[src/common/io_port_map.svh]
// Register offsets, field positions and reset values of the I/O port
`ifndef IO_PORT_MAP_SVH
`define IO_PORT_MAP_SVH

`define DIR_OFS        8'h00
`define DIRSET_OFS     8'h04
`define DIRCLR_OFS     8'h08
`define DIRTGL_OFS     8'h0C
`define OUT_OFS        8'h10
`define OUTSET_OFS     8'h14
`define OUTCLR_OFS     8'h18
`define OUTTGL_OFS     8'h1C
`define IN_OFS         8'h20
`define INTMASK0_OFS   8'h24
`define INTMASK1_OFS   8'h28
`define INTFLAGS_OFS   8'h2C
`define MULTICFG_OFS   8'h30
`define PINCFG_OFS     8'h40
`define CLKOUT_OFS     8'h60
`define EVOUT_OFS      8'h64
`define REMAP_OFS      8'h68
`define CLKEN_OFS      8'h6C

`define CFG_SENSE_LSB  0
`define CFG_DRIVE_LSB  3
`define CFG_INVEN_BIT  6
`define CFG_SLEW_BIT   7
`define CFG_PULL_LSB   8
`define MULTI_SEL_LSB  16

`define PINCFG_RST     11'h000
`define SYNC_STAGES    2

`endif

[src/common/io_port_pkg.sv]
// Types shared by the I/O port design
package io_port_pkg;
    typedef enum logic [2:0] {
        SENSE_BOTH,
        SENSE_RISE,
        SENSE_FALL,
        SENSE_OFF,
        SENSE_LOW
    } sense_t;

    typedef enum logic [2:0] {
        DRV_TOTEM,
        DRV_BUSKEEP,
        DRV_WIRED_OR,
        DRV_WIRED_AND
    } drive_t;

    typedef enum logic [1:0] {
        PULL_NONE,
        PULL_DOWN,
        PULL_UP
    } pull_t;

    typedef struct packed {
        pull_t pull;
        logic slew_limit;
        logic invert;
        drive_t drive;
        sense_t sense;
    } pin_cfg_t;

    typedef struct packed {
        logic [7:0] pad_out;
        logic [7:0] pad_oe;
        logic [7:0] pull_up_en;
        logic [7:0] pull_down_en;
        logic [7:0] slew_limit;
    } pad_ctrl_t;

    typedef struct packed {
        logic [7:0] ovr_en;
        logic [7:0] ovr_oe;
        logic [7:0] ovr_out;
    } periph_ovr_t;
endpackage

[src/design/io_port.sv]
// General purpose eight-pin I/O port with AXI4-Lite register access
`timescale 1ns/1ps
`default_nettype none
`include "io_port_map.svh"

module io_port #(
    parameter int PINS = 8,
    parameter int EV_CHANNELS = 4
) (
    // Clock and reset
    input wire logic aclk,
    input wire logic aresetn,
    // AXI4-Lite write address
    input wire logic [7:0] s_axi_awaddr,
    input wire logic s_axi_awvalid,
    output logic s_axi_awready,
    // AXI4-Lite write data
    input wire logic [31:0] s_axi_wdata,
    input wire logic [3:0] s_axi_wstrb,
    input wire logic s_axi_wvalid,
    output logic s_axi_wready,
    // AXI4-Lite write response
    output logic [1:0] s_axi_bresp,
    output logic s_axi_bvalid,
    input wire logic s_axi_bready,
    // AXI4-Lite read address
    input wire logic [7:0] s_axi_araddr,
    input wire logic s_axi_arvalid,
    output logic s_axi_arready,
    // AXI4-Lite read data
    output logic [31:0] s_axi_rdata,
    output logic [1:0] s_axi_rresp,
    output logic s_axi_rvalid,
    input wire logic s_axi_rready,
    // Pads
    input wire logic [7:0] pad_in,
    output io_port_pkg::pad_ctrl_t pad_ctrl,
    // Peripheral overrides, clocks and events
    input wire io_port_pkg::periph_ovr_t periph_ovr,
    input wire logic periph_clk_level,
    input wire logic rtc_clk_level,
    input wire logic [EV_CHANNELS-1:0] event_chan,
    // Sensed pin values and remap selection to peripherals
    output logic [7:0] pin_value,
    output logic [7:0] remap_sel,
    // Port interrupts, events and wake
    output logic [1:0] port_irq,
    output logic [7:0] pin_event,
    output logic async_wake
);
    import io_port_pkg::*;

    if (PINS < 1 || PINS > 8) begin
        $error("PINS must be 1 to 8");
    end
    if (EV_CHANNELS < 1 || EV_CHANNELS > 8) begin
        $error("EV_CHANNELS must be 1 to 8");
    end

    localparam logic [7:0] PIN_MASK = 8'(({8'h00, 8'hFF} >> (8 - PINS)) & 16'h00FF);

    logic [7:0] dir;
    logic [7:0] out_val;
    logic [7:0] int_mask0;
    logic [7:0] int_mask1;
    logic [7:0] int_flags;
    logic [10:0] cfg_word [8];
    logic [3:0] clkout_ctrl;
    logic [3:0] evout_ctrl;
    logic clk_enabled;
    logic [7:0] sync1;
    logic [7:0] sync2;
    logic [7:0] sensed_d;
    logic [7:0] keep_level;

    // Bus slave: write address and data are held until both are present
    logic aw_held;
    logic w_held;
    logic [7:0] aw_addr;
    logic [31:0] w_data;
    logic [3:0] w_strb;
    logic do_write;

    assign s_axi_awready = !aw_held && !s_axi_bvalid;
    assign s_axi_wready = !w_held && !s_axi_bvalid;
    assign do_write = aw_held && w_held && !s_axi_bvalid;

    always_ff @(posedge aclk) begin
        if (!aresetn) begin
            aw_held <= 1'b0;
            aw_addr <= 8'h00;
        end else if (s_axi_awvalid && s_axi_awready) begin
            aw_held <= 1'b1;
            aw_addr <= s_axi_awaddr;
        end else if (do_write) begin
            aw_held <= 1'b0;
        end
    end

    always_ff @(posedge aclk) begin
        if (!aresetn) begin
            w_held <= 1'b0;
            w_data <= 32'h0000_0000;
            w_strb <= 4'h0;
        end else if (s_axi_wvalid && s_axi_wready) begin
            w_held <= 1'b1;
            w_data <= s_axi_wdata;
            w_strb <= s_axi_wstrb;
        end else if (do_write) begin
            w_held <= 1'b0;
        end
    end

    function automatic logic known_addr(input logic [7:0] a);
        known_addr = (a <= `CLKEN_OFS) && (a[1:0] == 2'b00) &&
            !(a > `MULTICFG_OFS && a < `PINCFG_OFS) &&
            !(a > (`PINCFG_OFS + 8'h1C) && a < `CLKOUT_OFS);
    endfunction

    always_ff @(posedge aclk) begin
        if (!aresetn) begin
            s_axi_bvalid <= 1'b0;
            s_axi_bresp <= 2'b00;
        end else if (do_write) begin
            s_axi_bvalid <= 1'b1;
            s_axi_bresp <= known_addr(aw_addr) ? 2'b00 : 2'b10;
        end else if (s_axi_bready) begin
            s_axi_bvalid <= 1'b0;
        end
    end

    logic wr_lo;
    assign wr_lo = do_write && w_strb[0];

    function automatic logic [7:0] apply_rmw(input logic [7:0] cur, input logic [7:0] ofs,
                                             input logic [7:0] base, input logic [7:0] d);
        if (ofs == base) apply_rmw = d;
        else if (ofs == base + 8'h04) apply_rmw = cur | d;
        else if (ofs == base + 8'h08) apply_rmw = cur & ~d;
        else if (ofs == base + 8'h0C) apply_rmw = cur ^ d;
        else apply_rmw = cur;
    endfunction

    always_ff @(posedge aclk) begin
        if (!aresetn) begin
            dir <= 8'h00;
        end else if (wr_lo) begin
            dir <= apply_rmw(dir, aw_addr, `DIR_OFS, w_data[7:0]) & PIN_MASK;
        end
    end

    always_ff @(posedge aclk) begin
        if (!aresetn) begin
            out_val <= 8'h00;
        end else if (wr_lo) begin
            out_val <= apply_rmw(out_val, aw_addr, `OUT_OFS, w_data[7:0]) & PIN_MASK;
        end
    end

    always_ff @(posedge aclk) begin
        if (!aresetn) begin
            int_mask0 <= 8'h00;
            int_mask1 <= 8'h00;
            clkout_ctrl <= 4'h0;
            evout_ctrl <= 4'h0;
            remap_sel <= 8'h00;
            clk_enabled <= 1'b1;
        end else if (wr_lo) begin
            if (aw_addr == `INTMASK0_OFS) int_mask0 <= w_data[7:0] & PIN_MASK;
            if (aw_addr == `INTMASK1_OFS) int_mask1 <= w_data[7:0] & PIN_MASK;
            if (aw_addr == `CLKOUT_OFS) clkout_ctrl <= w_data[3:0];
            if (aw_addr == `EVOUT_OFS) evout_ctrl <= w_data[3:0];
            if (aw_addr == `REMAP_OFS) remap_sel <= w_data[7:0];
            if (aw_addr == `CLKEN_OFS) clk_enabled <= w_data[0];
        end
    end

    // Per-pin configuration, single write or multi-pin write
    logic [7:0] multi_sel;
    assign multi_sel = w_data[`MULTI_SEL_LSB +: 8];

    for (genvar p = 0; p < 8; p++) begin : g_cfg
        always_ff @(posedge aclk) begin
            if (!aresetn) begin
                cfg_word[p] <= `PINCFG_RST;
            end else if (do_write && (w_strb[1:0] == 2'b11)) begin
                if (aw_addr == `PINCFG_OFS + 8'(p * 4)) begin
                    cfg_word[p] <= w_data[10:0];
                end else if (aw_addr == `MULTICFG_OFS && multi_sel[p]) begin
                    cfg_word[p] <= w_data[10:0];
                end
            end
        end
    end

    function automatic pin_cfg_t cfg_of(input logic [10:0] w);
        pin_cfg_t c;
        c.sense = sense_t'(w[`CFG_SENSE_LSB +: 3]);
        c.drive = drive_t'({1'b0, w[`CFG_DRIVE_LSB +: 2]});
        c.invert = w[`CFG_INVEN_BIT];
        c.slew_limit = w[`CFG_SLEW_BIT];
        c.pull = pull_t'(w[`CFG_PULL_LSB +: 2]);
        cfg_of = c;
    endfunction

    // Input path
    always_ff @(posedge aclk) begin
        if (!aresetn) begin
            sync1 <= 8'h00;
            sync2 <= 8'h00;
        end else begin
            sync1 <= pad_in;
            sync2 <= sync1;
        end
    end

    logic [7:0] sensed;
    logic [7:0] hit;
    logic [7:0] async_hit;
    logic [7:0] drv_level;
    logic [7:0] oe_int;

    for (genvar p = 0; p < 8; p++) begin : g_pin
        pin_cfg_t c;
        logic src_out;
        logic src_oe;
        logic lvl;
        assign c = cfg_of(cfg_word[p]);
        assign sensed[p] = sync2[p] ^ c.invert;
        always_comb begin
            case (c.sense)
                SENSE_BOTH: hit[p] = sensed[p] ^ sensed_d[p];
                SENSE_RISE: hit[p] = sensed[p] & ~sensed_d[p];
                SENSE_FALL: hit[p] = ~sensed[p] & sensed_d[p];
                SENSE_LOW: hit[p] = ~sensed[p];
                default: hit[p] = 1'b0;
            endcase
        end
        // Any-change detector for wake, fed only from the synchroniser
        assign async_hit[p] = PIN_MASK[p] && (c.sense != SENSE_OFF) &&
            (sensed[p] != sensed_d[p]);

        // Output source: peripheral override, then clock/event, then port value
        always_comb begin
            src_out = out_val[p];
            src_oe = dir[p];
            if (clkout_ctrl[3] && clkout_ctrl[2:0] == 3'(p)) begin
                src_out = clkout_ctrl[0] ? rtc_clk_level : periph_clk_level;
                src_oe = 1'b1;
            end
            if (evout_ctrl[3] && p == 7) begin
                src_out = event_chan[3'(evout_ctrl[2:0]) % EV_CHANNELS];
                src_oe = 1'b1;
            end
            if (periph_ovr.ovr_en[p]) begin
                src_out = periph_ovr.ovr_out[p];
                src_oe = periph_ovr.ovr_oe[p];
            end
            lvl = src_out ^ c.invert;
            case (c.drive)
                DRV_WIRED_OR: oe_int[p] = src_oe & lvl;
                DRV_WIRED_AND: oe_int[p] = src_oe & ~lvl;
                default: oe_int[p] = src_oe;
            endcase
            drv_level[p] = lvl;
        end

        always_ff @(posedge aclk) begin
            if (!aresetn) begin
                keep_level[p] <= 1'b0;
            end else begin
                keep_level[p] <= oe_int[p] ? drv_level[p] : sync2[p];
            end
        end

        always_ff @(posedge aclk) begin
            if (!aresetn) begin
                pad_ctrl.pad_out[p] <= 1'b0;
                pad_ctrl.pad_oe[p] <= 1'b0;
                pad_ctrl.slew_limit[p] <= 1'b0;
                pad_ctrl.pull_up_en[p] <= 1'b0;
                pad_ctrl.pull_down_en[p] <= 1'b0;
            end else begin
                pad_ctrl.pad_out[p] <= drv_level[p];
                pad_ctrl.pad_oe[p] <= oe_int[p] & PIN_MASK[p];
                pad_ctrl.slew_limit[p] <= c.slew_limit;
                if (c.drive == DRV_BUSKEEP && !oe_int[p]) begin
                    pad_ctrl.pull_up_en[p] <= keep_level[p];
                    pad_ctrl.pull_down_en[p] <= ~keep_level[p];
                end else begin
                    pad_ctrl.pull_up_en[p] <= (c.pull == PULL_UP) && !(oe_int[p] &&
                        c.drive == DRV_TOTEM);
                    pad_ctrl.pull_down_en[p] <= (c.pull == PULL_DOWN) && !(oe_int[p] &&
                        c.drive == DRV_TOTEM);
                end
            end
        end
    end

    always_ff @(posedge aclk) begin
        if (!aresetn) begin
            sensed_d <= 8'h00;
            pin_value <= 8'h00;
            pin_event <= 8'h00;
            async_wake <= 1'b0;
        end else begin
            sensed_d <= sensed;
            pin_value <= sensed & PIN_MASK;
            pin_event <= clk_enabled ? (hit & PIN_MASK) : 8'h00;
            async_wake <= !clk_enabled && (|async_hit);
        end
    end

    // Flags: set wins over write-one clear
    logic [7:0] flag_clr;
    logic [7:0] flag_set;
    assign flag_clr = (wr_lo && aw_addr == `INTFLAGS_OFS) ? w_data[7:0] : 8'h00;
    assign flag_set = clk_enabled ? (hit & PIN_MASK) : (async_hit & PIN_MASK);

    always_ff @(posedge aclk) begin
        if (!aresetn) begin
            int_flags <= 8'h00;
        end else begin
            int_flags <= (int_flags & ~flag_clr) | flag_set;
        end
    end

    always_ff @(posedge aclk) begin
        if (!aresetn) begin
            port_irq <= 2'b00;
        end else begin
            port_irq <= {|(int_flags & int_mask1), |(int_flags & int_mask0)};
        end
    end

    // Read channel
    logic [31:0] rd_mux;
    always_comb begin
        rd_mux = 32'h0000_0000;
        case (s_axi_araddr)
            `DIR_OFS, `DIRSET_OFS, `DIRCLR_OFS, `DIRTGL_OFS: rd_mux = {24'h000000, dir};
            `OUT_OFS, `OUTSET_OFS, `OUTCLR_OFS, `OUTTGL_OFS: rd_mux = {24'h000000, out_val};
            `IN_OFS: rd_mux = {24'h000000, sensed_d & PIN_MASK};
            `INTMASK0_OFS: rd_mux = {24'h000000, int_mask0};
            `INTMASK1_OFS: rd_mux = {24'h000000, int_mask1};
            `INTFLAGS_OFS: rd_mux = {24'h000000, int_flags};
            `CLKOUT_OFS: rd_mux = {28'h0000000, clkout_ctrl};
            `EVOUT_OFS: rd_mux = {28'h0000000, evout_ctrl};
            `REMAP_OFS: rd_mux = {24'h000000, remap_sel};
            `CLKEN_OFS: rd_mux = {31'h00000000, clk_enabled};
            default: begin
                if (s_axi_araddr >= `PINCFG_OFS && s_axi_araddr < `CLKOUT_OFS) begin
                    rd_mux = {21'h000000, cfg_word[s_axi_araddr[4:2]]};
                end
            end
        endcase
    end

    assign s_axi_arready = !s_axi_rvalid;

    always_ff @(posedge aclk) begin
        if (!aresetn) begin
            s_axi_rvalid <= 1'b0;
            s_axi_rdata <= 32'h0000_0000;
            s_axi_rresp <= 2'b00;
        end else if (s_axi_arvalid && s_axi_arready) begin
            s_axi_rvalid <= 1'b1;
            s_axi_rdata <= rd_mux;
            s_axi_rresp <= known_addr(s_axi_araddr) ? 2'b00 : 2'b10;
        end else if (s_axi_rready) begin
            s_axi_rvalid <= 1'b0;
        end
    end
endmodule
`default_nettype wire

[config.mk]
export PLATFORM = sky130hd
export DESIGN_NAME = io_port
export DESIGN_NICKNAME = d
export VERILOG_FILES = /design/src/common/io_port_pkg.sv /design/src/design/io_port.sv
export VERILOG_INCLUDE_DIRS = /design/src /design/src/common
export SDC_FILE = /design/constraint.sdc
export NUM_CORES = 1
export LEC_CHECK = 0
export BUFFER_PORTS_ARGS = -buffer_cell sky130_fd_sc_hd__buf_2
export CORE_MARGIN = 2
export CORE_UTILIZATION = 34
export CTS_BUF_LIST = sky130_fd_sc_hd__clkbuf_8
export CTS_CLUSTER_DIAMETER = 80
export DETAILED_ROUTE_END_ITERATION = 8
export MAX_ROUTING_LAYER = met4
export PLACE_DENSITY = 0.53
export SLEW_MARGIN = 20
export SYNTH_ARGS = -nofsm -noshare
export SYNTH_HDL_FRONTEND = slang
export SYNTH_SLANG_ARGS = --single-unit
[constraint.sdc]
create_clock -name aclk -period 4.2 [get_ports aclk]
set_clock_uncertainty 0.05 [all_clocks]
set_input_delay 1.05 -clock aclk [delete_from_list [all_inputs] [get_ports aclk]]
set_output_delay 1.05 -clock aclk [all_outputs]
set_load 0.005 [all_outputs]
* After elaboration in Yosys (flattened, before gate mapping)
Memories as Yosys holds them, arrays and structs flattened.
Cells that the tools add are included.
W data, S select, Z words.
** Storage, ports and cells
- Memory bits (writable) :: 88
- Output and inout port bits :: 108
- Memories kept :: 1
- Input port bits :: 97
- Word-level logic and storage cells :: 659
- Bits in registers :: 214
** Operators by class
- Reductions and logical operators :: 144
- Eq/ne operators :: 126
- Bitwise operators :: 116
- Muxes and demuxes :: 187
- Order comparisons :: 12
** Memories
- cfg_word :: depth 8, bits a word 11, read ports 9, clocked after memory_dff 0, write ports 8, line io_port.sv:67 : logic [10:0] cfg_word [8];
** Operator list (number)
- $mux W11 :: 17
- $mux W1 :: 140
- $eq A8 B7 Y1 const B :: 16
- $pmux W11 S10 :: 1
- $mux W8 :: 10
- $logic_and A1 B1 Y1 :: 78
- $eq A8 B5 Y1 const B :: 8
- $eq A8 B6 Y1 const B :: 8
- $logic_not A3 Y1 :: 17
- $eq A2 B2 Y1 const B :: 25
- $and A8 B8 Y8 :: 5
- $eq A3 B3 Y1 const B :: 12
- $and A1 B1 Y1 :: 32
- $eq A2 B1 Y1 const B :: 16
- $eq A8 B4 Y1 const B :: 4
- $lt A8 B7 Y1 const B :: 4
- $not A1 Y1 :: 32
- $pmux W1 S4 :: 8
- $eq A3 B2 Y1 const B :: 10
- $eq A3 B1 Y1 const B :: 9
- $logic_not A1 Y1 :: 25
- $ne A3 B2 Y1 const B :: 8
- $or A8 B8 Y8 :: 3
- $reduce_or A8 Y1 :: 3
- other kinds (20) :: 94

* Logic depth before layout (Yosys ltp)
- Depth after elaboration :: 13
- Depth in mapped cells :: 8
- Gate-level depth less buffers :: 8

* Worst setup path after synthesis
Ideal clock, no wire load.
- Path kind :: register -> register
- Start point :: register aw_addr[1]
- End point :: memory cfg_word[2][0] (enable)
- Buffers on the path :: 2
- Library setup time :: 0.394 ns
- Path slack :: 1.470 ns
- Stages on the path, launching flop included :: 7
- Required time :: 3.756 ns
- Clock period less this slack :: 2.730 ns
- Arrival time :: 2.285 ns
- Cell sequence :: dfxtp_1 buf_2 or4_4 nor2b_2 buf_6 a22oi_4 o21ai_0
** RTL lines
- start: declaration :: line io_port.sv:79 : logic [7:0] aw_addr;
- start signal: assignment :: line io_port.sv:94 : aw_addr <= s_axi_awaddr;
- end: declaration :: line io_port.sv:67

==> results.py <==
metrics = {
    "placement": {
        "dp_hpwl_um": 34400,
        "port_buffers": 166,
        "routabilityCongestion": 0.897,
        "pre_cts_slack_ns": 0.836,
    },
    "timing": {
        "hold_viol": 0,
        "finalSetupViolations": 0,
        "rsz0062_at_grt": "no",
        "worst_slack_ns": 1.26,
        "finalCritPeriodShare_pct": 70.0,
        "slew_headroom_pct": 31.4,
        "max_freq_mhz": 340,
        "slew_violations": 0,
        "min_period_ns": 2.94,
        "tightest_slew_ns": 1.03,
        "tns_ns": 0,
    },
    "clock_tree": {
        "clkLatencyLatePin_ns": 0.64,
        "cts.hold.buffers_added": 0,
        "cts_sinks": 274,
        "cts.path.max_buffers": 3,
        "htreeDepth": 2,
        "cts_tree": "built",
        "cts_setup_buffers": 0,
        "path_clk_slew_ns": 0.06,
        "ctsResizeCount": 0,
        "numCtsBuffers": 50,
        "root_buffer": "clkbuf_8",
    },
    "yosys": {
        "synth_cell_type_count": 79,
        "synth_edf_count": 88,
        "yosysSeqAreaShare_pct": 44.9,
        "syn_inst": 1448,
        "async_reset_ff_share_pct": 0,
        "synthFlopType": "dfxtp_1",
        "synthesis.area_um2": 14200,
        "ys_warn_count": 0,
        "ys_ff_latch": 274,
        "syn_area_per_cell_um2": 9.78,
    },
    "floorplanning": {
        "dieHeight_um": 208,
        "die_area_um2": 43300,
        "num_io_pins": 205,
        "rows": 74,
        "die_x_um": 208,
        "coreArea_um2": 41000,
        "start_util_pct": 34.5,
    },
    "hold_path": {
        "hold_start": "sync1[7]$_SDFF_PN0_",
        "hold_class": "reg2reg",
        "holdPathEnd": "sync2[7]$_SDFF_PN0_",
        "hold_path_depth": 1,
    },
    "grt": {
        "grt_max_degree": 99,
        "antenna_found_initial": 3,
        "grt_overflow": 0,
        "grt_usage_pct": 22.5,
        "grt_pass1_vias": 11411,
        "grt_pass1_wl_um": 71400,
    },
    "power_and_ir_drop": {
        "finalPower_mw": 6.40,
        "power_density_nw_per_um2": 387,
        "p_leak_nw": 6.92,
        "vdd_drop_max_uv": 204,
    },
    "final_layout": {
        "drive_gt1_share_pct": 21.5,
        "final_nets": 1754,
        "syn_to_final_growth_pct": 16.7,
    },
    "worst_setup_path": {
        "worstSetupPathType": "reg2reg",
        "cp_data_required_time_ns": 4.49,
        "cp_max_fo": 23,
        "r2r_start": "aw_addr[0]$_SDFFE_PN0P_",
        "reg2regPathDepth": 5,
        "arrival_ns": 3.23,
        "endpoint_kind": "flip-flop",
        "reg2reg_slack_ns": 1.26,
        "cp-start-kind": "flip-flop",
        "reg2reg_to": "cfg_word[1][4]$_DFFE_PP_",
    },
    "outcome": {
        "outcome": "finished clean",
    },
    "detailed_routing": {
        "drt_iter0_markers": 1069,
        "vias": 11857,
        "wl_per_cell_um": 21.8,
        "dr.pass1.iters": 5,
        "wirelength_um": 47700,
        "ant_nets": 0,
        "drc": 0,
        "viasPerCell": 5.43,
    },
    "flow_run": {
        "drv_cap": 0,
    },
}
logic make-up (layout without fill, tap and decap cells):
kind of cell | count (synthesis) | after routing | synth area share [%]
AND/OR/NAND/NOR | 556 | 556 | 20.4
AO/OA/AOI/OAI | 276 | 276 | 13.4
flip-flops | 274 | 274 | 44.9
buffers and inverters | 170 | 350 | 5.65
multiplexers | 105 | 105 | 9.86
adder cells (fa/ha/maj) | 48 | 48 | 4.24
XOR/XNOR | 18 | 18 | 1.43
other | 1 | 26 | 0.0265
synth_stat cells, drive strengths merged, types with 3 or more instances:
cell,count,area share [%]
o21ai,41,1.6
ha,48,4.2
nand3,9,0.32
mux4,26,4.1
o31a,7,0.43
nand3b,9,0.48
or2,7,0.31
a211oi,4,0.21
a31oi,14,0.62
nor4b,9,0.81
and3,31,1.4
and4b,3,0.21
and4bb,3,0.27
mux2i,63,4.5
nand2b,19,0.84
buf,50,2.5
o21bai,8,0.42
clkbuf,57,1.5
a311oi,6,0.42
o31ai,3,0.16
or3,10,0.44
nor3,37,1.4
nor3b,11,0.66
xnor2,8,0.81
a22o,7,0.43
dfxtp,186,26
a221oi,5,0.31
and2,40,1.8
edfxtp,88,19
mux2,16,1.3
o22ai,36,1.6
xor2,10,0.62
nor4,57,2.6
a22oi,33,2.3
a21oi,78,2.8
nand2,182,4.9
a2111oi,12,0.74
nor2b,16,0.72
o32ai,7,0.43
inv,63,1.7
nor2,107,2.9
flip-flops by register name (all words and copies together), names as in the netlist, 4 cells and up:
signal / cells
dir: 8
pad_ctrl: 40
clkout_ctrl: 4
out_val: 8
sync1: 8
remap_sel: 8
pin_event: 8
sensed_d: 8
s_axi_rdata: 11
aw_addr: 8
evout_ctrl: 4
int_mask1: 8
w_data: 19
int_flags: 8
cfg_word: 88
keep_level: 8
sync2: 8
int_mask0: 8
stage by stage:
stage	std cells	instance area (um2)	hold WS [ns]	utilization (%)
global route	2185	16500	0.411	40.3
detailed placement	2089	15400	0.373	37.6
global placement	2089	15400	0.372	37.6
floorplan	1470	14200	0.362	-
CTS	2182	16500	0.373	40.3
finish	2185	16500	0.384	40.3
report_power, final:
group	total, mW	internal [mW]	switching [mW]
Combinational	0.702	0.271	0.432
Sequential	2.96	2.84	0.119
Clock	2.74	1.52	1.22
Total	6.40	4.63	1.77
per-layer routing:
layer	routed length, um	vias to the layer above	GRT usage [%]
met5	0	-	-
met4	1900	0	9.82
met3	3580	97	5.25
met2	21400	450	34.1
met1	20900	5739	28.7
li1	-	5571	-
worst max path at each step:
| stage | slack (ns) | depth (start not counted) | end | start |
|---|---|---|---|---|
| 2_1_floorplan | 1.47 | 6 | cfg_word[2][0]$_DFFE_PP_ | aw_addr[1]$_SDFFE_PN0P_ |
| 3_3_place_gp | 0.84 | 6 | s_axi_rdata[0]$_SDFFE_PN0P_ | s_axi_araddr[2] |
| 3_5_place_dp | 0.84 | 6 | s_axi_rdata[0]$_SDFFE_PN0P_ | s_axi_araddr[2] |
| 4_1_cts | 1.29 | 5 | cfg_word[1][5]$_DFFE_PP_ | aw_addr[0]$_SDFFE_PN0P_ |
| 5_1_grt | 1.18 | 5 | cfg_word[1][5]$_DFFE_PP_ | aw_addr[0]$_SDFFE_PN0P_ |
| 6_report | 1.26 | 5 | cfg_word[1][4]$_DFFE_PP_ | aw_addr[0]$_SDFFE_PN0P_ |
placed cells by master (no fill, tap or decap), types with 12 or more instances in the layout:
cell	n
a2111oi_0	12
a21oi_1	78
a22oi_1	27
a31oi_1	14
and2_1	39
and3_1	31
buf_2	166
buf_4	25
clkbuf_8	62
conb_1	23
dfxtp_1	186
edfxtp_1	88
ha_1	48
inv_1	79
mux2_2	16
mux2i_1	63
mux4_2	26
nand2_1	179
nand2b_1	19
nor2_1	102
nor2b_1	15
nor3_1	35
nor4_1	56
o21ai_0	35
o22ai_1	36
worst max-delay path, cell delays in order (launching register included):
cell     delay (ns)
dfxtp_1        0.41
or4_4          0.76
nor2b_2        0.24
a22oi_4        0.14
o21ai_0        0.75
buf_4          0.31
layout make-up:
cell class	instances	area, um2
sequential	274	6370
inverter	63	241
timing repair buffer	194	1080
fill	4052	24500
antenna	3	7.51
multi-input combinational	1026	7090
clock inverter	31	220
clock buffer	62	853
tap	532	666
Note: power is estimated with default switching activity, not from simulation.
